File: config.mk
export PLATFORM = sky130hd
export DESIGN_NAME = tciws_sequencer
export DESIGN_NICKNAME = d
export VERILOG_FILES = /design/src/design/tciws_pkg.sv /design/src/design/tciws_sequencer.sv
export SDC_FILE = /design/constraint.sdc
export NUM_CORES = 1
export LEC_CHECK = 0
export BUFFER_PORTS_ARGS = -buffer_cell sky130_fd_sc_hd__buf_2
export CELL_PAD_IN_SITES_DETAIL_PLACEMENT = 1
export CELL_PAD_IN_SITES_GLOBAL_PLACEMENT = 2
export CORE_MARGIN = 2
export CORE_UTILIZATION = 38
export DETAILED_ROUTE_END_ITERATION = 10
export GPL_TIMING_DRIVEN = 0
export PLACE_DENSITY = 0.82
export SLEW_MARGIN = 20
export SYNTH_ARGS = -nofsm -noshare
export SYNTH_HDL_FRONTEND = slang
export SYNTH_SLANG_ARGS = --single-unit
File: constraint.sdc
create_clock -name i_sys_clk -period 10.4 [get_ports i_sys_clk]
set_input_delay 2.08 -clock i_sys_clk [delete_from_list [all_inputs] [get_ports i_sys_clk]]
set_output_delay 2.08 -clock i_sys_clk [all_outputs]
set_load 0.05 [all_outputs]
File: src/design/tciws_pkg.sv
// Constants and types for the tape idle and write sequencer
package tciws_pkg;
  // Word and frame layout
  localparam int WORD_W    = 30;
  localparam int CHAR_W    = 6;
  localparam int NCHAR     = 5;
  localparam int FC_LSB    = 24;
  localparam int ADDR_LSB  = 17;
  localparam int DENS_LSB  = 20;
  localparam int PAR_BIT   = 22;
  // Function codes
  localparam logic [5:0] FC_MCLR   = 6'h01;
  localparam logic [5:0] FC_STATUS = 6'h02;
  localparam logic [5:0] FC_REWIND = 6'h04;
  localparam logic [5:0] FC_LOOP   = 6'h08;
  localparam logic [5:0] FC_WRITE  = 6'h10;
  localparam logic [5:0] FC_WR_XG  = 6'h11;
  localparam logic [5:0] FC_RD_FWD = 6'h20;
  localparam logic [5:0] FC_RD_REV = 6'h21;
  // Density field codes
  localparam logic [1:0] DENS_NONE = 2'h0;
  localparam logic [1:0] DENS_800  = 2'h1;
  localparam logic [1:0] DENS_556  = 2'h2;
  localparam logic [1:0] DENS_200  = 2'h3;
  // Status bit positions
  localparam int ST_NORMAL = 0;
  localparam int ST_ILL_IN = 1;
  localparam int ST_FAULT  = 2;
  localparam int ST_WLOCK  = 3;
  localparam int ST_ILL_OP = 4;
  localparam int ST_TIMING = 5;
  localparam int ST_CONT   = 6;
  localparam int ST_EOT    = 7;
  localparam int ST_PARITY = 8;
  localparam int ST_LOADPT = 9;
  localparam int ST_READY  = 10;
  localparam int ST_REWIND = 11;
  localparam int ST_W      = 12;
  // Time base
  localparam int CLK_HZ       = 40_000_000;
  localparam int CLK_MHZ      = CLK_HZ / 1_000_000;
  localparam int TAPE_IPS     = 75;
  localparam int INCH_CYC     = CLK_HZ / TAPE_IPS;
  localparam int CHAR_CYC_800 = CLK_HZ / (800 * TAPE_IPS);
  localparam int CHAR_CYC_556 = INCH_CYC * 10 / 5555;
  localparam int CHAR_CYC_200 = CLK_HZ / (200 * TAPE_IPS);
  localparam int TMR_W        = 24;
  // Distances and times
  localparam int LOADPT_TENTH_IN = 35;
  localparam int LOADPT_CYC      = INCH_CYC * LOADPT_TENTH_IN / 10;
  localparam int GAP_HUND_IN     = 75;
  localparam int GAP_CYC         = INCH_CYC * GAP_HUND_IN / 100;
  localparam int XGAP_HUND_IN    = 300;
  localparam int XGAP_CYC        = INCH_CYC * XGAP_HUND_IN / 100;
  localparam int HEADSP_HUND_IN  = 30;
  localparam int HEADSP_CYC      = INCH_CYC * HEADSP_HUND_IN / 100;
  localparam int EOT_IN          = 10;
  localparam int EOT_CYC         = INCH_CYC * EOT_IN;
  localparam int REP_US          = 300;
  localparam int REP_CYC         = REP_US * CLK_MHZ;
  localparam int LATE_US         = 16;
  localparam int LATE_CYC        = LATE_US * CLK_MHZ;
  localparam int RWD_MAX_US      = 10;
  localparam int RWD_CYC         = RWD_MAX_US * CLK_MHZ;
  localparam int STOP_US         = 5000;
  localparam int STOP_CYC        = STOP_US * CLK_MHZ;
  localparam int TRAIL_CHARS     = 3;
  localparam int SEL_CYC         = 4;
  // Sequencer states
  typedef enum logic [3:0] {
    S_IDLE   = 4'h0,
    S_SEL    = 4'h1,
    S_CHECK  = 4'h2,
    S_RWD    = 4'h3,
    S_FIN    = 4'h4,
    S_WSTART = 4'h5,
    S_WDATA  = 4'h6,
    S_TRAIL  = 4'h7,
    S_HEADSP = 4'h8,
    S_REPEAT = 4'h9,
    S_LATE   = 4'ha,
    S_CHAIN  = 4'hb,
    S_STOP   = 4'hc
  } tciws_state_t;
endpackage

File: src/design/tciws_sequencer.sv
// Idle, transport selection and write sequencer of a two-unit tape controller
//
// The address map and strobed register access were decided locally.
`timescale 1ns/10ps
`default_nettype none
// Overview of operation
// - Idle keeps status, requests function when on-line
// - Strobe latches word, clears status unless 02
// - Select transport from bits 17-18 and switch
// - Bad address sets illegal instruction
// - Missing density sets illegal instruction
// - No acknowledge or ready sets fault
// - Write to locked reel sets fault, lockout
// - Reverse at load point sets illegal operation
// - Rewinding transport clears normal completion
// - Rewind unconfirmed in window clears completion
// - Abandon on error, interrupt if enabled
// - Write starts request, motion, timing together
// - Start delay from load point or gap
// - First word late sets timing error
// - Prefetch words, write five frames each
// - No data: trail, write reset, head spacing
// - Normal completion requests repeat for 300us
// - No repeat: wait 16us, stop, go idle
// - Repeat strobe continues without stopping tape
// - End-of-tape runs ten inches then terminates
// - Disabled interrupt is held pending, except on chained repeat
// - Chained repeat interrupts only when enabled
// - Failed instruction: no request, interrupt after window
module tciws_sequencer #(
  parameter int LOADPT_CYC = tciws_pkg::LOADPT_CYC,
  parameter int GAP_CYC    = tciws_pkg::GAP_CYC,
  parameter int XGAP_CYC   = tciws_pkg::XGAP_CYC,
  parameter int HEADSP_CYC = tciws_pkg::HEADSP_CYC,
  parameter int EOT_CYC    = tciws_pkg::EOT_CYC,
  parameter int REP_CYC    = tciws_pkg::REP_CYC,
  parameter int STOP_CYC   = tciws_pkg::STOP_CYC
) (
  // Clock and reset
  input  wire logic                            i_sys_clk,
  input  wire logic                            i_sys_rst,
  // Maintenance panel
  input  wire logic                            i_online,
  input  wire logic                            i_addr_swap,
  // Host channel
  output logic                                 o_function_request_out,
  input  wire logic                            i_function_strobe_in,
  input  wire logic [tciws_pkg::WORD_W-1:0]    i_out_word,
  output logic                                 o_out_req,
  input  wire logic                            i_out_ack,
  output logic                                 o_int,
  input  wire logic                            i_int_ack,
  input  wire logic                            i_int_en,
  output logic [tciws_pkg::WORD_W-1:0]         o_in_data,
  output logic [tciws_pkg::ST_W-1:0]           o_status,
  // Tape transports
  output logic [1:0]                           o_tt_sel,
  input  wire logic [1:0]                      i_tt_sel_ack,
  input  wire logic [1:0]                      i_tt_ready,
  input  wire logic [1:0]                      i_tt_loadpt,
  input  wire logic [1:0]                      i_tt_wlock,
  input  wire logic [1:0]                      i_tt_rewinding,
  input  wire logic [1:0]                      i_tt_eot,
  input  wire logic                            i_tt_par_err,
  output logic                                 o_tt_fwd,
  output logic                                 o_tt_write,
  output logic                                 o_tt_read,
  output logic                                 o_tt_write_reset,
  output logic                                 o_tt_rewind,
  output logic [2:0]                           o_tt_density,
  output logic [tciws_pkg::CHAR_W:0]           o_tt_data,
  output logic                                 o_tt_strobe
);
  localparam int W  = tciws_pkg::WORD_W;
  localparam int TW = tciws_pkg::TMR_W;

  if (LOADPT_CYC < 1 || GAP_CYC < 1 || XGAP_CYC < 1 || HEADSP_CYC < 1 ||
      EOT_CYC < 1 || REP_CYC < 1 || STOP_CYC < 1 || EOT_CYC >= (1 << TW) ||
      LOADPT_CYC >= (1 << TW) || XGAP_CYC >= (1 << TW) || STOP_CYC >= (1 << TW) ||
      GAP_CYC >= (1 << TW) || HEADSP_CYC >= (1 << TW) || REP_CYC >= (1 << TW))
  begin : g_bad
    $error("tciws_sequencer: timing parameter out of range");
  end

  typedef struct packed {
    tciws_pkg::tciws_state_t     st;
    logic [W-1:0]                instr;
    logic [tciws_pkg::ST_W-1:0]  status;
    logic [1:0]                  sel;
    logic                        sel_ok;
    logic [W-1:0]                buf0;
    logic [W-1:0]                buf1;
    logic [1:0]                  nbuf;
    logic [W-1:0]                shreg;
    logic [2:0]                  nchar;
    logic [TW-1:0]               tmr;
    logic [11:0]                 ctmr;
    logic [TW-1:0]               eot_tmr;
    logic                        eot_seen;
    logic                        irq;
    logic                        pend;
    logic [W-1:0]                indata;
    logic [tciws_pkg::CHAR_W:0]  tdata;
    logic                        tstrobe;
    logic                        wreset;
    logic                        rwcmd;
    logic                        fwd;
    logic                        wr;
    logic                        rd;
  } tciws_regs_t;

  tciws_regs_t r_q;
  tciws_regs_t r_d;

  function automatic logic [11:0] char_cyc(input logic [1:0] dens);
    unique case (dens)
      tciws_pkg::DENS_800: char_cyc = 12'(tciws_pkg::CHAR_CYC_800);
      tciws_pkg::DENS_556: char_cyc = 12'(tciws_pkg::CHAR_CYC_556);
      default:             char_cyc = 12'(tciws_pkg::CHAR_CYC_200);
    endcase
  endfunction

  function automatic tciws_regs_t raise_int(input tciws_regs_t r, input logic en);
    raise_int = r;
    if (en)
    begin
      raise_int.irq    = 1'b1;
      raise_int.indata = {{(W - tciws_pkg::ST_W){1'b0}}, r.status};
    end
    else
      raise_int.pend = 1'b1;
  endfunction

  // Bad density or unknown code on an instruction needing one
  function automatic logic bad_code(input logic [5:0] fc, input logic [1:0] dens);
    logic known;
    known = fc == tciws_pkg::FC_WRITE || fc == tciws_pkg::FC_WR_XG ||
            fc == tciws_pkg::FC_RD_FWD || fc == tciws_pkg::FC_RD_REV;
    bad_code = !known || dens == tciws_pkg::DENS_NONE;
  endfunction

  always_comb
  begin
    logic [5:0] fc;
    logic [1:0] dens;
    logic       sidx;
    logic       is_wr;
    logic       nodens;
    logic       needs;
    logic       pop;
    logic       push;
    logic [1:0] a;
    fc     = r_q.instr[tciws_pkg::FC_LSB +: 6];
    dens   = r_q.instr[tciws_pkg::DENS_LSB +: 2];
    sidx   = r_q.sel[1];
    is_wr  = fc == tciws_pkg::FC_WRITE || fc == tciws_pkg::FC_WR_XG;
    nodens = fc == tciws_pkg::FC_REWIND || fc == tciws_pkg::FC_STATUS ||
             fc == tciws_pkg::FC_MCLR || fc == tciws_pkg::FC_LOOP;
    needs  = fc != tciws_pkg::FC_MCLR && fc != tciws_pkg::FC_LOOP;
    pop    = 1'b0;
    push   = o_out_req && i_out_ack;
    a      = i_out_word[tciws_pkg::ADDR_LSB +: 2];
    r_d    = r_q;
    r_d.tstrobe = 1'b0;
    r_d.wreset  = 1'b0;
    r_d.rwcmd   = 1'b0;
    if (r_q.tmr != '0)
      r_d.tmr = r_q.tmr - TW'(1);
    if (r_q.eot_seen && r_q.eot_tmr != '0)
      r_d.eot_tmr = r_q.eot_tmr - TW'(1);
    // Ack clears first so a new interrupt in the same cycle wins
    if (i_int_ack)
      r_d.irq = 1'b0;
    if (r_q.pend && i_int_en && !r_q.irq)
    begin
      r_d.pend = 1'b0;
      r_d = raise_int(r_d, 1'b1);
    end
    unique case (r_q.st)
      tciws_pkg::S_IDLE:
      begin
        r_d.eot_seen = 1'b0;
        r_d.nbuf     = 2'h0;
        if (i_online && i_function_strobe_in)
        begin
          r_d.instr = i_out_word;
          if (i_out_word[tciws_pkg::FC_LSB +: 6] != tciws_pkg::FC_STATUS)
          begin
            r_d.status = '0;
            r_d.status[tciws_pkg::ST_NORMAL] = 1'b1;
          end
          r_d.sel_ok = a[0] ^ a[1];
          r_d.sel    = i_addr_swap ? {a[0], a[1]} : a;
          r_d.tmr    = TW'(tciws_pkg::SEL_CYC - 1);
          r_d.st     = tciws_pkg::S_SEL;
        end
      end
      tciws_pkg::S_SEL:
        if (r_q.tmr == '0)
          r_d.st = tciws_pkg::S_CHECK;
      tciws_pkg::S_CHECK:
      begin
        r_d.status[tciws_pkg::ST_LOADPT] = i_tt_loadpt[sidx];
        r_d.status[tciws_pkg::ST_READY]  = i_tt_ready[sidx];
        r_d.status[tciws_pkg::ST_REWIND] = i_tt_rewinding[sidx];
        if (fc != tciws_pkg::FC_STATUS)
        begin
          if (needs && !r_q.sel_ok)
            r_d.status[tciws_pkg::ST_ILL_IN] = 1'b1;
          if (!nodens && bad_code(fc, dens))
            r_d.status[tciws_pkg::ST_ILL_IN] = 1'b1;
          if (needs && r_q.sel_ok && !(i_tt_sel_ack[sidx] && i_tt_ready[sidx]))
            r_d.status[tciws_pkg::ST_FAULT] = 1'b1;
          if (is_wr && i_tt_wlock[sidx])
          begin
            r_d.status[tciws_pkg::ST_FAULT] = 1'b1;
            r_d.status[tciws_pkg::ST_WLOCK] = 1'b1;
          end
          if (fc == tciws_pkg::FC_RD_REV && i_tt_loadpt[sidx])
            r_d.status[tciws_pkg::ST_ILL_OP] = 1'b1;
          if (r_d.status[tciws_pkg::ST_ILL_IN +: 4] != 4'h0)
            r_d.status[tciws_pkg::ST_NORMAL] = 1'b0;
          if (fc != tciws_pkg::FC_REWIND && i_tt_rewinding[sidx])
            r_d.status[tciws_pkg::ST_NORMAL] = 1'b0;
        end
        if (!r_d.status[tciws_pkg::ST_NORMAL] || !(is_wr || fc == tciws_pkg::FC_REWIND))
          r_d.st = tciws_pkg::S_FIN;
        else if (fc == tciws_pkg::FC_REWIND)
        begin
          r_d.rwcmd = 1'b1;
          r_d.tmr   = TW'(tciws_pkg::RWD_CYC - 1);
          r_d.st    = tciws_pkg::S_RWD;
        end
        else
        begin
          r_d.fwd = 1'b1;
          r_d.wr  = 1'b1;
          r_d.rd  = 1'b1;
          r_d.st  = tciws_pkg::S_WSTART;
          if (i_tt_loadpt[sidx])
            r_d.tmr = TW'(LOADPT_CYC - 1);
          else
            r_d.tmr = (fc == tciws_pkg::FC_WR_XG) ? TW'(XGAP_CYC - 1) : TW'(GAP_CYC - 1);
        end
      end
      tciws_pkg::S_RWD:
      begin
        if (i_tt_rewinding[sidx])
          r_d.st = tciws_pkg::S_FIN;
        else if (r_q.tmr == '0)
        begin
          r_d.status[tciws_pkg::ST_NORMAL] = 1'b0;
          r_d.st = tciws_pkg::S_FIN;
        end
      end
      tciws_pkg::S_FIN:
      begin
        r_d    = raise_int(r_d, i_int_en);
        r_d.st = tciws_pkg::S_IDLE;
      end
      tciws_pkg::S_WSTART:
        if (r_q.tmr == '0)
        begin
          if (r_q.nbuf == 2'h0)
          begin
            r_d.status[tciws_pkg::ST_TIMING] = 1'b1;
            r_d.status[tciws_pkg::ST_NORMAL] = 1'b0;
            r_d.tmr = TW'(REP_CYC - 1);
            r_d.st  = tciws_pkg::S_REPEAT;
          end
          else
          begin
            pop       = 1'b1;
            r_d.shreg = r_q.buf0;
            r_d.nchar = 3'h0;
            r_d.ctmr  = char_cyc(dens) - 12'h1;
            r_d.st    = tciws_pkg::S_WDATA;
          end
        end
      tciws_pkg::S_WDATA:
        if (r_q.eot_seen && r_q.eot_tmr == '0)
        begin
          r_d.tmr = TW'(tciws_pkg::TRAIL_CHARS) * TW'(char_cyc(dens));
          r_d.st  = tciws_pkg::S_TRAIL;
        end
        else if (r_q.ctmr != 12'h0)
          r_d.ctmr = r_q.ctmr - 12'h1;
        else
        begin
          r_d.tdata   = {^r_q.shreg[W-1 -: tciws_pkg::CHAR_W] ^ r_q.instr[tciws_pkg::PAR_BIT],
                         r_q.shreg[W-1 -: tciws_pkg::CHAR_W]};
          r_d.tstrobe = 1'b1;
          r_d.shreg   = r_q.shreg << tciws_pkg::CHAR_W;
          r_d.nchar   = r_q.nchar + 3'h1;
          r_d.ctmr    = char_cyc(dens) - 12'h1;
          if (r_q.nchar == 3'(tciws_pkg::NCHAR - 1))
          begin
            if (r_q.nbuf != 2'h0)
            begin
              pop       = 1'b1;
              r_d.shreg = r_q.buf0;
              r_d.nchar = 3'h0;
            end
            else
            begin
              r_d.tmr = TW'(tciws_pkg::TRAIL_CHARS) * TW'(char_cyc(dens));
              r_d.st  = tciws_pkg::S_TRAIL;
            end
          end
        end
      tciws_pkg::S_TRAIL:
        if (r_q.tmr == '0)
        begin
          r_d.wreset = 1'b1;
          r_d.tmr    = TW'(HEADSP_CYC - 1);
          r_d.st     = tciws_pkg::S_HEADSP;
        end
      tciws_pkg::S_HEADSP:
        if (r_q.tmr == '0)
        begin
          // normal only without parity or end-of-tape
          if (i_tt_par_err)
            r_d.status[tciws_pkg::ST_PARITY] = 1'b1;
          if (i_tt_par_err || r_q.eot_seen)
            r_d.status[tciws_pkg::ST_NORMAL] = 1'b0;
          r_d.tmr = TW'(REP_CYC - 1);
          r_d.st  = tciws_pkg::S_REPEAT;
        end
      tciws_pkg::S_REPEAT:
      begin
        if (o_function_request_out && i_function_strobe_in)
        begin
          r_d.instr = i_out_word;
          r_d.status[tciws_pkg::ST_CONT] = 1'b1;
        end
        if (r_q.tmr == '0)
        begin
          if (!r_q.status[tciws_pkg::ST_NORMAL])
          begin
            r_d    = raise_int(r_d, i_int_en);
            r_d.tmr = TW'(STOP_CYC - 1);
            r_d.st = tciws_pkg::S_STOP;
          end
          else if (r_d.status[tciws_pkg::ST_CONT])
          begin
            if (i_int_en)
              r_d = raise_int(r_d, 1'b1);
            r_d.st = tciws_pkg::S_CHAIN;
          end
          else
          begin
            r_d.tmr = TW'(tciws_pkg::LATE_CYC - 1);
            r_d.st  = tciws_pkg::S_LATE;
          end
        end
      end
      tciws_pkg::S_LATE:
        if (i_function_strobe_in)
        begin
          r_d.instr = i_out_word;
          r_d.status[tciws_pkg::ST_CONT] = 1'b1;
          r_d    = raise_int(r_d, i_int_en);
          r_d.st = tciws_pkg::S_CHAIN;
        end
        else if (r_q.tmr == '0)
        begin
          r_d    = raise_int(r_d, i_int_en);
          r_d.tmr = TW'(STOP_CYC - 1);
          r_d.st = tciws_pkg::S_STOP;
        end
      tciws_pkg::S_CHAIN:
      begin
        // new density and parity, gap without stopping
        r_d.status = '0;
        r_d.status[tciws_pkg::ST_CONT] = 1'b1;
        if (!is_wr || dens == tciws_pkg::DENS_NONE || r_q.eot_seen)
        begin
          r_d.status[tciws_pkg::ST_ILL_IN] = !r_q.eot_seen;
          r_d.status[tciws_pkg::ST_EOT]    = r_q.eot_seen;
          r_d    = raise_int(r_d, i_int_en);
          r_d.tmr = TW'(STOP_CYC - 1);
          r_d.st = tciws_pkg::S_STOP;
        end
        else
        begin
          r_d.status[tciws_pkg::ST_NORMAL] = 1'b1;
          r_d.tmr = (fc == tciws_pkg::FC_WR_XG) ? TW'(XGAP_CYC - 1) : TW'(GAP_CYC - 1);
          r_d.st  = tciws_pkg::S_WSTART;
        end
      end
      tciws_pkg::S_STOP:
      begin
        // forward and read end first, write last
        r_d.fwd = 1'b0;
        r_d.rd  = 1'b0;
        if (r_q.tmr == '0 && !r_q.irq)
        begin
          r_d.wr = 1'b0;
          r_d.st = tciws_pkg::S_IDLE;
        end
      end
      default:
        r_d.st = tciws_pkg::S_IDLE;
    endcase
    if ((r_q.st == tciws_pkg::S_WSTART || r_q.st == tciws_pkg::S_WDATA) &&
        i_tt_eot[sidx] && !r_q.eot_seen)
    begin
      r_d.eot_seen = 1'b1;
      r_d.eot_tmr  = TW'(EOT_CYC - 1);
      r_d.status[tciws_pkg::ST_EOT] = 1'b1;
    end
    if (pop)
    begin
      r_d.buf0 = r_q.buf1;
      r_d.nbuf = r_q.nbuf - 2'h1;
    end
    if (push)
    begin
      if (r_d.nbuf == 2'h0)
        r_d.buf0 = i_out_word;
      else
        r_d.buf1 = i_out_word;
      r_d.nbuf = r_d.nbuf + 2'h1;
    end
  end

  always_ff @(posedge i_sys_clk)
  begin
    if (i_sys_rst)
      r_q <= '0;
    else
      r_q <= r_d;
  end

  // request while idle and on-line, or in the repeat window after normal completion
  assign o_function_request_out = (r_q.st == tciws_pkg::S_IDLE && i_online) ||
                                  (r_q.st == tciws_pkg::S_REPEAT && r_q.status[tciws_pkg::ST_NORMAL]);
  // request while a prefetch slot is free
  assign o_out_req = (r_q.st == tciws_pkg::S_WSTART || r_q.st == tciws_pkg::S_WDATA) &&
                     r_q.nbuf != 2'h2;
  assign o_int            = r_q.irq;
  assign o_in_data        = r_q.indata;
  assign o_status         = r_q.status;
  assign o_tt_sel         = (r_q.st != tciws_pkg::S_IDLE && r_q.sel_ok) ? r_q.sel : 2'h0;
  assign o_tt_fwd         = r_q.fwd;
  assign o_tt_write       = r_q.wr;
  assign o_tt_read        = r_q.rd;
  assign o_tt_write_reset = r_q.wreset;
  assign o_tt_rewind      = r_q.rwcmd;
  assign o_tt_data        = r_q.tdata;
  assign o_tt_strobe      = r_q.tstrobe;
  // Density lines only while an instruction is active
  assign o_tt_density     = (r_q.st == tciws_pkg::S_IDLE) ? 3'h0 :
                            {r_q.instr[tciws_pkg::DENS_LSB +: 2] == tciws_pkg::DENS_200,
                             r_q.instr[tciws_pkg::DENS_LSB +: 2] == tciws_pkg::DENS_556,
                             r_q.instr[tciws_pkg::DENS_LSB +: 2] == tciws_pkg::DENS_800};
endmodule
`default_nettype wire

Word level (Yosys, flattened, before mapping). Cells that the tools add are included.

Add/subtract/negate cells: 8. Multiply operators: 2. Divide/modulo/power cells: 0. Order comparisons: 1. Equal/unequal tests: 30. Shift-type cells: 0. Multiplexer cells: 163. Bitwise operators: 2. Reductions and logical operators: 60.

Operators by type and width (count): $mux W246 (4); $mux W250 (3); $mux W24 (12); $mux W30 (9); $mux W249 (1); $pmux W24 S9 (1); $mux W12 (17); $mux W140 (1); $mux W45 (3); $pmux W33 S4 (1); $pmux W32 S4 (1); $pmux W30 S4 (1); $pmux W60 S2 (1); $mux W57 (2); $mux W33 (3); $mux W82 (1); $pmux W24 S3 (1); $mux W69 (1); $mux W21 (3); $mux W62 (1); $pmux W12 S5 (1); $mux W4 (14); $mux W1 (49); $mux W49 (1); other kinds (55) (134).

Register bits after elaboration: 250. Bits in latches: 0. Memory bits (writable): 0. Bits in read-only memories: 0. Bits of input ports: 51. Output and inout bits: 63. Word-level logic and storage cells: 291. Memories kept: 0.

Logic depth before layout (Yosys ltp). Gate-level depths: netlist of run 1.

Word-level depth: 19. Depth in mapped cells: 15. Gate-level depth less buffers: 14.

Least setup slack after synthesis of run 1. Ideal clock, no wire load.

Kind: in2out. Start: input i_online. End: output o_function_request_out. Arrival: 2651 ps. Data required time: 8320 ps. Slack: 5669 ps. Stages on the path: 2. Buffers on the path: 0. Cells stage by stage: a22o_1 -> and2_1.

Cells in the longest elaborated chain, start to end: 2.

Ends and longest elaborated chain: start: declaration (line tciws_sequencer.sv:43) `input wire logic i_online,`; $logic_and A1 B1 Y1 (line tciws_sequencer.sv:436) `assign o_function_request_out = (r_q.st == tciws_pkg::S_IDLE && i_online) ||`; $logic_or A1 B1 Y1 (line tciws_sequencer.sv:436); end: declaration (line tciws_sequencer.sv:46) `output logic o_function_request_out,`.

Every way passes these cells.

Worst setup path after layout of run 1.
Start: register r_q[247] (netlist name). End: output o_out_req.

Cells in the longest elaborated chain, start to end: 3. Elaborated cells on any way between the ends: 4. Those cells by class: eq/ne (2); reduce/logical (2).

Ends and longest elaborated chain: start: declaration (line tciws_sequencer.sv:112) `tciws_regs_t r_q;`; start signal: assignment (line tciws_sequencer.sv:432) `r_q <= r_d;`; $eq A4 B3 Y1 (line tciws_sequencer.sv:439) `assign o_out_req = (r_q.st == tciws_pkg::S_WSTART || r_q.st == tciws_pkg::S_WDATA) &&`; $logic_or A1 B1 Y1 * (line tciws_sequencer.sv:439); $logic_and A1 B1 Y1 * (line tciws_sequencer.sv:439); end: declaration (line tciws_sequencer.sv:49) `output logic o_out_req,`.

Mark *: on every way between the ends. The rest lies on a longest branch, timed or not.

==> out/qor.csv, run 1 <==
metric,value,unit
outcome,"finished, final reports clean",
clock tree buffer depth,3,
initial antenna violation count,1,
row count,65,
vias in the first global route,12500,
Hold Path Origin,r_q[144],
FMAX,0.178,GHz
RSZ-0062 raised after global routing,false,
Sequential Power Share,0.273,
CTS Buf Count,27,
Die Y,183,um
Tot GR Track Use,0.284,
clock root cell,clkbuf_16,
switching power,1720,uW
DR WL/cell,22.8,um
fin nets,1740,
static leakage power,0.00542,uW
Core ar.,31600,um2
Max H-tree Level,1,
WP data required,8320,ps
CP startpoint kind,register,
r2r endpoint,r_q[82],
combined area of the multi-input logic cells,6750,um2
slew margin rel.,0.222,
Hold Crit Class,reg -> reg,
GP Congestion,0.965,
Critical Path Fanout Max,10,
Period minus WS final,5610,ps
1st-iter DRT viols,920,
hpwl dp,35.7,mm
"Distinct cells, synth",80,
Peak VDD IR,175,uV
die area,33600,um2
Layout area overhead,17.0,%
number of cells on the worst hold path,2,
Max-cap violations,0,
hold_buf cts,0,
crit end category,output pin,
clk_skew,29.6,ps
first-pass GRT wire length,74.3,mm
CTS resizes,0,
Worst R2R Path Depth,14,
Int Pwr,2150,uW
Clk pwr share,0.277,
Final setup viols,0,
CTS Sinks,228,
register area share after synthesis,0.373,
worst skew pair latency,580,ps
largest net degree at the start of global routing,15,
DR vias,12300,
Syn Std Cell Area,12200,um2
share of cells above drive strength 1,0.140,
postcts setup bufs,0,
largest area contributor in the netlist,dfxtp_1,
Routed WL,47.9,mm
Hold EP,r_q[144],
Sw Ratio,0.444,
Tot Pwr,3870,uW
fin. max-slew vios,0,
Synth top area share,0.373,
"EDFF count, synth",0,
Synth Flop Type,dfxtp_1,
Post-Syn Nets,1600,
slowest CP cell,nor4bb_1,
Yosys reg bits,228,
register area,4560,um2
FF-to-FF setup slack,5680,ps
fin crit share,0.539,
critical path class,reg -> out,
cells after synthesis,1533,
CP cell instances,clkbuf_1 -> clkbuf_1 -> nor4bb_1 -> nor2_1 -> nor2_1 -> buf_2,
Ys Warns,0,
"slowest stage delay, CP",790,ps
DR pass1 iterations,5,
Post-Syn Area per Cell,7.98,um2
DRC viols,0,
Die W,183,um
Critical R2R Launch,r_q[82],
Logic pwr share,0.450,
drt via density,5.89,
worst slew pin tran,1160,ps
Setup TNS,0,ps
PD cells,270,nW/um2
fillers,3925,
Synth area leaders,"dfxtp_1, nor2_1, a21oi_1, mux2i_1, nand2_1",
total congestion overflow,0,
Post-synth ARST share,0,
final hold violations,0,
clk slew on worst S/H paths,70,ps
DRT antenna net count,0,
CTS tree,yes,
Worst EP arrival,3530,ps
Starting Density,0.387,
IO buf count,111,
count of boundary I/O pins,114,
## routing by layer
| layer | global-route usage | share of wire | up-vias |
|---|---|---|---|
| met1 | 0.379 | 0.44 | 6006 |
| met2 | 0.467 | 0.46 | 428 |
| met3 | 0.0379 | 0.061 | 119 |
| met5 | 0 | 0 | - |
| li1 | - | - | 5796 |
| met4 | 0.105 | 0.040 | 0 |
## worst max-delay path, delay by kind of cell, from the launching register on
| kind | cells | cell delay, ps |
|---|---|---|
| AND/OR/NAND/NOR | 3 | 1500 |
| buffers and inverters | 3 | 1150 |
| flip-flops | 1 | 310 |
## worst max-delay path by stage
stage                        from                     end  slack (ps)  depth (start not counted)
CTS                      r_q[247]               o_out_req        4910                          6
finish                   r_q[247]               o_out_req        4790                          6
floorplan                i_online  o_function_request_out        5670                          2
global route             r_q[247]               o_out_req        4660                          6
detailed placement       r_q[247]               o_out_req        5510                          6
global placement    i_tt_wlock[1]                r_q[101]        5520                          9
## registers in the layout, indices dropped and copies added (netlist names), named ones only
signal / flops
o_int: 1
o_in_data: 30
o_status: 12
o_tt_write: 1
o_tt_fwd: 1
o_tt_data: 7
o_tt_rewind: 1
o_tt_write_reset: 1
o_tt_strobe: 1
r_q: 159
## kinds of logic after synthesis
logic type | count (synthesis) | synth area share
AOI/OAI and AO/OA | 406 | 0.217
xor gates and xnor gates | 45 | 0.0322
adders and majority gates | 16 | 0.0164
buffers and inverters | 192 | 0.0764
DFF | 228 | 0.373
muxes | 64 | 0.0530
and+or+nand+nor | 582 | 0.232
## power groups by stage
stage	Sequential (uW)	Combinational [uW]	Clock (uW)
2_1_floorplan	1050	1160	0
3_3_place_gp	1070	1680	0
3_5_place_dp	1070	1690	0
4_1_cts	1050	1700	1090
5_1_grt	1070	1880	1130
6_report	1060	1740	1070
## per-stage QoR
| stage | std cells | utilization | hold slack (ps) | setup WS (ps) | area, um2 |
|---|---|---|---|---|---|
| 2_1_floorplan | 1533 | - | 431 | 5670 | 12200 |
| 3_3_place_gp | 2046 | 0.420 | 443 | 5520 | 13300 |
| 3_5_place_dp | 2046 | 0.420 | 445 | 5510 | 13300 |
| 4_1_cts | 2096 | 0.452 | 461 | 4910 | 14300 |
| 5_1_grt | 2096 | 0.452 | 474 | 4660 | 14300 |
| 6_report | 2097 | 0.452 | 458 | 4790 | 14300 |
## layout by cell type, fill, tap and decap left out, drive strengths merged, types with 29 or more instances in the layout
cell / synthesis / layout
nand2: 135 / 135
nor3: 71 / 71
nand3: 37 / 37
and2: 32 / 32
nor2: 176 / 176
xnor2: 29 / 29
o21ai: 78 / 78
a221oi: 31 / 31
dfxtp: 228 / 228
inv: 31 / 35
buf: 63 / 174
a211oi: 39 / 39
mux2i: 58 / 58
a21oi: 124 / 124
clkbuf: 98 / 132
## cell usage after synthesis (16+ instances only)
library cell	number
dfxtp_1	228
nor2_1	175
nand2_1	135
a21oi_1	124
clkbuf_1	98
nor3_1	71
o21ai_0	63
mux2i_1	58
buf_4	50
a211oi_1	39
nand3_1	37
and2_1	32
a221oi_1	31
inv_1	30
xnor2_1	29
a31oi_1	28
nor4_1	25
nand2b_1	20
ha_1	16
xor2_1	16
## final cells by class
class / instances / area share
plain buffers: 161 / 0.0572
repair buffers: 111 / 0.0388
diodes: 1 / 0.000175
well taps: 402 / 0.0351
flip-flops and latches: 228 / 0.319
multi-input cells: 1113 / 0.471
clock buffers: 34 / 0.0532
clock inverters: 16 / 0.0170
inverters: 31 / 0.00813
Note: power is estimated with default switching activity, not from simulation.
==> run 2, diff against run 1 <==
- ABC_AREA: unset -> 1
- CORE_UTILIZATION: 38 -> 30
- PLACE_DENSITY: 0.82 -> 0.74
- clock period: 10.4 -> 4.8 ns (I/O delays scaled with it)
==> run 2 against run 1 <==
Against the previous run:
- sequential cell count did not move
- first-iteration DRC count fell by 26%
- routed wire length rose by 14%
- final area rose by 9.2%
- sequential share of layout area fell by 2.7 points
- clock skew fell by 7.5 ps
- largest power group unchanged
- clock power rose by 100%
- register-to-register slack got worse by 5100 ps
- critical endpoint is now r_q[177]
- highest routed layer unchanged
- core utilization fell by 9.8 points
==> out/qor.csv, run 2 <==
metric,value,unit,change
outcome,"finished, final reports clean",,unchanged
static leakage power,0.00791,uW,was 0.00542 uW
most used cell along the critical path,inv_1,,
DR WL/cell,19.3,um,was 22.8 um
Critical R2R Launch,r_q[82],,unchanged
synth cell count leaders,"nand2_1, nor2_1, inv_1",,"was dfxtp_1, nor2_1, nand2_1"
Routed WL,54.6,mm,was 47.9 mm
CTS Buf Count,29,,was 27
slew margin rel.,0.284,,was 0.222
fillers,5812,,was 3925
share of cells above drive strength 1,0.141,,was 0.140
Final setup viols,0,,unchanged
WP data required,5270,ps,was 8320 ps
dpl cells,2781,,was 2046
worst slew pin tran,1070,ps,was 1160 ps
switching power,3270,uW,was 1720 uW
Critical Path Fanout Max,10,,unchanged
register area share after synthesis,0.341,,was 0.373
"count leader, synth",nand2_1,,was dfxtp_1
initial antenna violation count,0,,was 1
Starting Density,0.304,,was 0.387
cells after synthesis,2077,,was 1533
crit end category,register,,was output pin
Post-Syn Nets,2144,,was 1600
FMAX,0.239,GHz,
Max-cap violations,0,,unchanged
first-pass GRT wire length,84.7,mm,was 74.3 mm
diode count,0,,was 1
Setup TNS,0,ps,unchanged
Worst EP arrival,4660,ps,was 3530 ps
Synth top area share,0.341,,was 0.373
worst skew pair latency,590,ps,was 580 ps
clk_skew,22.1,ps,was 29.6 ps
hpwl dp,42.5,mm,was 35.7 mm
CTS resizes,0,,unchanged
"EDFF count, synth",0,,unchanged
post-route setup slack,612,ps,was 4790 ps
fin crit share,0.872,,
critical path class,reg -> reg,,was reg -> out
Post-Syn Area per Cell,6.45,um2,was 7.98 um2
drt via density,4.97,,was 5.89
PD cells,480,nW/um2,was 270 nW/um2
fin. max-slew vios,0,,unchanged
Period minus WS final,4190,ps,
Die W,215,um,was 183 um
hold_buf cts,0,,unchanged
clock root cell,clkbuf_16,,unchanged
count of boundary I/O pins,114,,unchanged
vias in the first global route,14300,,was 12500
Sequential Power Share,0.294,,was 0.273
"Distinct cells, synth",52,,was 80
"commonest non-fill, non-tap cell in the layout",nand2_1,,was dfxtp_1
clock tree buffer depth,3,,unchanged
Tot GR Track Use,0.234,,was 0.284
total congestion overflow,0,,unchanged
Max H-tree Level,1,,unchanged
postcts setup bufs,0,,unchanged
max FFs per register,159,,unchanged
DRT antenna net count,0,,unchanged
largest area contributor in the netlist,dfxtp_1,,unchanged
clk slew on worst S/H paths,60,ps,was 70 ps
Clk pwr share,0.290,,was 0.277
Syn Std Cell Area,13400,um2,was 12200 um2
Layout area overhead,16.6,%,was 17.0%
most frequent cells in the layout,"nand2_1, nor2_1, inv_1, dfxtp_1, a21oi_1",,"was dfxtp_1, nor2_1, nand2_1, a21oi_1, buf_2"
DR pass1 iterations,5,,unchanged
largest register by flop count,r_q,,unchanged
Synth Flop Type,dfxtp_1,,unchanged
Peak VDD IR,267,uV,was 175 uV
Logic pwr share,0.415,,was 0.450
die area,46400,um2,was 33600 um2
DRC viols,0,,unchanged
"Core Util, Final",0.354,,was 0.452
Setup crit start,r_q[82],,was r_q[247]
Sw Ratio,0.436,,was 0.444
CP cell instances,inv_1 -> ha_1 -> nand2_1 -> nor2_2 -> nand3_2 -> buf_6 -> o22ai_4 -> inv_4 -> buf_6 -> nand3_1 -> o21ai_1 -> inv_1 -> ha_1 -> clkinv_1 -> nor2_4 -> inv_2 -> buf_4 -> buf_2 -> o211ai_1 -> inv_1,,was clkbuf_1 -> clkbuf_1 -> nor4bb_1 -> nor2_1 -> nor2_1 -> buf_2
Die Y,215,um,was 183 um
Post-synth ARST share,0,,unchanged
Hold Crit Class,reg -> reg,,unchanged
Hold Path Origin,o_in_data[16],,was r_q[144]
RSZ-0062 raised after global routing,false,,unchanged
slowest CP cell,o22ai_4,,was nor4bb_1
"slowest stage delay, CP",410,ps,was 790 ps
CP startpoint kind,register,,unchanged
fin nets,2287,,was 1740
largest net degree at the start of global routing,16,,was 15
DR vias,14100,,was 12300
CTS tree,yes,,unchanged
"Cell Count, Final, Fillers Out",2829,,was 2097
Tot Pwr,7510,uW,was 3870 uW
Ys Warns,0,,unchanged
GP Congestion,0.891,,was 0.965
CTS Sinks,228,,unchanged
final hold violations,0,,unchanged
Yosys reg bits,228,,unchanged
1st-iter DRT viols,685,,was 920
Int Pwr,4230,uW,was 2150 uW
IO buf count,112,,was 111
pre-CTS setup slack,557,ps,was 5510 ps
Core ar.,44100,um2,was 31600 um2
row count,77,,was 65
Synth area leaders,"dfxtp_1, nand2_1, nor2_1, a21oi_1, inv_1",,"was dfxtp_1, nor2_1, a21oi_1, mux2i_1, nand2_1"
==> run 2: cell count changes after synthesis, sizes merged, moves of 67 or more <==
cell,change
nand2,+309
o21ai,+88
clkbuf,-67
inv,+240
nor2,+121
nand3,+111
==> run 2: logic make-up after synthesis <==
group	Yosys count	synth area share
AND/OR/NAND/NOR	970	0.313
flip-flops	228	0.341
buffers and inverters	400	0.134
XOR/XNOR	36	0.0235
AO/OA/AOI/OAI	427	0.174
adder cells (fa/ha/maj)	16	0.0149
==> run 2: final timing paths <==
path                                       to  slack, ps  cells past startpoint
worst max-delay path                 r_q[177]        610                     20
worst min-delay path            o_in_data[16]        450                      2
worst max register to register       r_q[177]        610                     20
worst min register to register  o_in_data[16]        450                      2
==> run 2: routing by layer <==
| metal | vias up | share of wire | global-route usage |
|---|---|---|---|
| met2 | 290 | 0.45 | 0.383 |
| met4 | 0 | 0.026 | 0.0611 |
| met1 | 6744 | 0.48 | 0.324 |
| li1 | 6955 | - | - |
| met5 | - | 0 | 0 |
| met3 | 73 | 0.042 | 0.0288 |
==> run 2: stage by stage <==
step                      area (um2)  hold slack [ps]
after global placement         14700              442
final                          15600              452
after detailed placement       14700              446
after CTS                      15600              455
after global routing           15600              468
after floorplan                13400              430
==> run 2: layout make-up <==
| type | instances | area (um2) | area share |
|---|---|---|---|
| multi-input cells | 1449 | 7040 | 0.450 |
| flip-flops and latches | 228 | 4560 | 0.292 |
| inverters | 274 | 1030 | 0.0660 |
| clock buffers | 44 | 842 | 0.0539 |
| plain buffers | 126 | 767 | 0.0491 |
| well taps | 592 | 741 | 0.0474 |
| repair buffers | 112 | 561 | 0.0359 |
| clock inverters | 4 | 85.1 | 0.00544 |
==> run 2: power by group through the flow <==
stage	clock, uW	sequential, uW	combinational, uW
after floorplan	0	2190	2130
after global placement	0	2240	3070
after detailed placement	0	2250	3090
after CTS	2250	2210	3110
after global routing	2320	2230	3470
final	2180	2210	3120
==> run 2: critical path, delay by kind of cell (launching register included) <==
kind / cells / cell delay [ps]
simple gates: 5 / 960
compound gates: 3 / 690
flops: 1 / 380
fa+ha+maj: 2 / 430
buf+inv: 10 / 1580
==> run 3, diff against run 2 <==
- ABC_AREA: 1 -> 0
- CORE_UTILIZATION: 30 -> 32
- PLACE_DENSITY: 0.74 -> 0.73
==> run 3 against run 2 <==
Against the previous run:
- setup slack lost 450 ps
- count of clock-buffer cells in the layout shrank 2
- critical path depth shrank 6
- sequential cell count is the same
- core utilization grew 2.8 points
- sequential share of layout area grew 2.5 points
- register-to-register slack lost 450 ps
==> out/qor.csv, run 3 (synthesis gave the netlist of run 1 again) <==
metric,value,unit,change
Layout area overhead,17.7,%,was 16.6%
Setup TNS,0,ps,unchanged
Critical Path Fanout Max,11,,was 10
clock root cell,clkbuf_16,,unchanged
DRC viols,0,,unchanged
Period minus WS final,4640,ps,was 4190 ps
pre-CTS setup slack,60.2,ps,was 557 ps
clk slew on worst S/H paths,70,ps,was 60 ps
fin crit share,0.967,,was 0.872
IO buf count,111,,was 112
1st-iter DRT viols,807,,was 685
Final setup viols,0,,unchanged
max FFs per register,159,,unchanged
DR WL/cell,22.7,um,was 19.3 um
PD cells,579,nW/um2,was 480 nW/um2
Routed WL,50.0,mm,was 54.6 mm
Hold Path Origin,r_q[153],,was o_in_data[16]
Worst EP arrival,5060,ps,was 4660 ps
Core ar.,37700,um2,was 44100 um2
slowest CP cell,nor3_1,,was o22ai_4
largest register by flop count,r_q,,unchanged
fillers,4633,,was 5812
clock tree buffer depth,3,,unchanged
CTS Buf Count,29,,unchanged
crit end category,register,,unchanged
RSZ-0062 raised after global routing,false,,unchanged
DRT antenna net count,0,,unchanged
final hold violations,0,,unchanged
Die W,199,um,was 215 um
Peak VDD IR,245,uV,was 267 uV
post-route setup slack,160,ps,was 612 ps
vias in the first global route,12400,,was 14300
share of cells above drive strength 1,0.138,,was 0.141
Max H-tree Level,1,,unchanged
"slowest stage delay, CP",770,ps,was 410 ps
outcome,"finished, final reports clean",,unchanged
hpwl dp,37.0,mm,was 42.5 mm
GP Congestion,0.962,,was 0.891
largest net degree at the start of global routing,16,,unchanged
DR vias,12300,,was 14100
WP data required,5220,ps,was 5270 ps
Setup crit start,r_q[82],,unchanged
worst slew pin tran,1250,ps,was 1070 ps
count of boundary I/O pins,114,,unchanged
largest delay contributor family on the critical path,simple AND/OR/NAND/NOR gates,,was buffers and inverters
drt via density,5.57,,was 4.97
critical path class,reg -> reg,,unchanged
first-pass GRT wire length,76.0,mm,was 84.7 mm
static leakage power,0.00541,uW,was 0.00791 uW
CTS tree,yes,,unchanged
fin nets,1743,,was 2287
die area,39800,um2,was 46400 um2
worst skew pair latency,580,ps,was 590 ps
fin. max-slew vios,0,,unchanged
Die Y,199,um,was 215 um
FMAX,0.216,GHz,was 0.239 GHz
total congestion overflow,0,,unchanged
slew margin rel.,0.161,,was 0.284
row count,71,,was 77
Worst Path Buf+Inv,4,,was 10
CP cell instances,inv_1 -> ha_1 -> nor3b_1 -> nand2_1 -> nor3_1 -> inv_2 -> clkbuf_1 -> ha_1 -> inv_1 -> nor4_1 -> a211oi_1 -> a211o_1 -> nor3_1 -> a2111oi_0,,was inv_1 -> ha_1 -> nand2_1 -> nor2_2 -> nand3_2 -> buf_6 -> o22ai_4 -> inv_4 -> buf_6 -> nand3_1 -> o21ai_1 -> inv_1 -> ha_1 -> clkinv_1 -> nor2_4 -> inv_2 -> buf_4 -> buf_2 -> o211ai_1 -> inv_1
DR pass1 iterations,5,,unchanged
diode count,0,,unchanged
most frequent cells in the layout,"dfxtp_1, nor2_1, nand2_1, a21oi_1, buf_2",,"was nand2_1, nor2_1, inv_1, dfxtp_1, a21oi_1"
hold_buf cts,0,,unchanged
Max-cap violations,0,,unchanged
clk_skew,21.2,ps,was 22.1 ps
Starting Density,0.325,,was 0.304
CTS Sinks,228,,unchanged
initial antenna violation count,1,,was 0
CP startpoint kind,register,,unchanged
Tot GR Track Use,0.251,,was 0.234
"Core Util, Final",0.382,,was 0.354
Critical R2R Launch,r_q[82],,unchanged
"commonest non-fill, non-tap cell in the layout",dfxtp_1,,was nand2_1
Hold Crit Class,reg -> reg,,unchanged
==> run 3: cell types whose count changed in the layout (fill, tap and decap cells not counted), sizes merged, moves of 32 or more <==
| cell | change |
|---|---|
| nand2 | -309 |
| inv | -240 |
| nor2 | -121 |
| nand3 | -111 |
| o21ai | -88 |
| a21oi | -65 |
| clkbuf | +65 |
| mux2i | +58 |
| nor3 | +40 |
| and2 | +32 |
| buf | -32 |
==> run 3: layer usage <==
layer  vias up  GRT usage  wire [um]
li1       5788          -          -
met1      6038      0.330      22200
met2       357      0.414      23100
met3       108     0.0398       2590
met4         0     0.0960       2050
met5         -          0          0
==> run 3: power breakdown <==
part / leakage (uW) / internal [uW] / switching [uW]
clock: 0.000465 / 1320 / 907
sequential: 0.00184 / 2100 / 191
combinational: 0.00310 / 1150 / 2660
total: 0.00541 / 4580 / 3760
==> run 3: metrics by stage <==
step	cells	total power [uW]	area, um2	hold WS (ps)
2_1_floorplan	1533	4790	12200	431
3_3_place_gp	2155	6020	13400	443
3_5_place_dp	2155	6040	13400	447
4_1_cts	2205	8300	14400	455
5_1_grt	2206	8810	14400	466
6_report	2206	8340	14400	454
==> run 3: final timing paths <==
path	slack, ps	depth (start not counted)	to
setup / recovery	160	14	r_q[82]
hold / removal	450	2	r_q[153]
setup reg to reg	160	14	r_q[82]
hold reg to reg	450	2	r_q[153]
==> run 3: layout make-up <==
class	count	area (um2)	share of cell area
multi-input cells	1113	6740	0.468
plain buffers	161	820	0.0569
inverters	31	116	0.00808
repair buffers	112	563	0.0391
clock inverters	8	110	0.00765
flip-flops and latches	228	4560	0.317
clock buffers	42	845	0.0587
well taps	511	639	0.0444
==> run 3: repair_timing <==
item                       4_1_cts  5_1_grt
setup endpoints to repair        0       60
gates resized for setup          0        2
setup buffers                    0        1
==> run 3: worst reg2reg max path, cell delays in order (launching register included) <==
cell       delay (ps)
dfxtp_1           370
inv_1             120
ha_1              210
nor3b_1           510
nand2_1           270
nor3_1            770
inv_2             260
clkbuf_1          460
ha_1              490
inv_1              90
nor4_1            290
a211oi_1          100
a211o_1           310
nor3_1            150
a2111oi_0          90
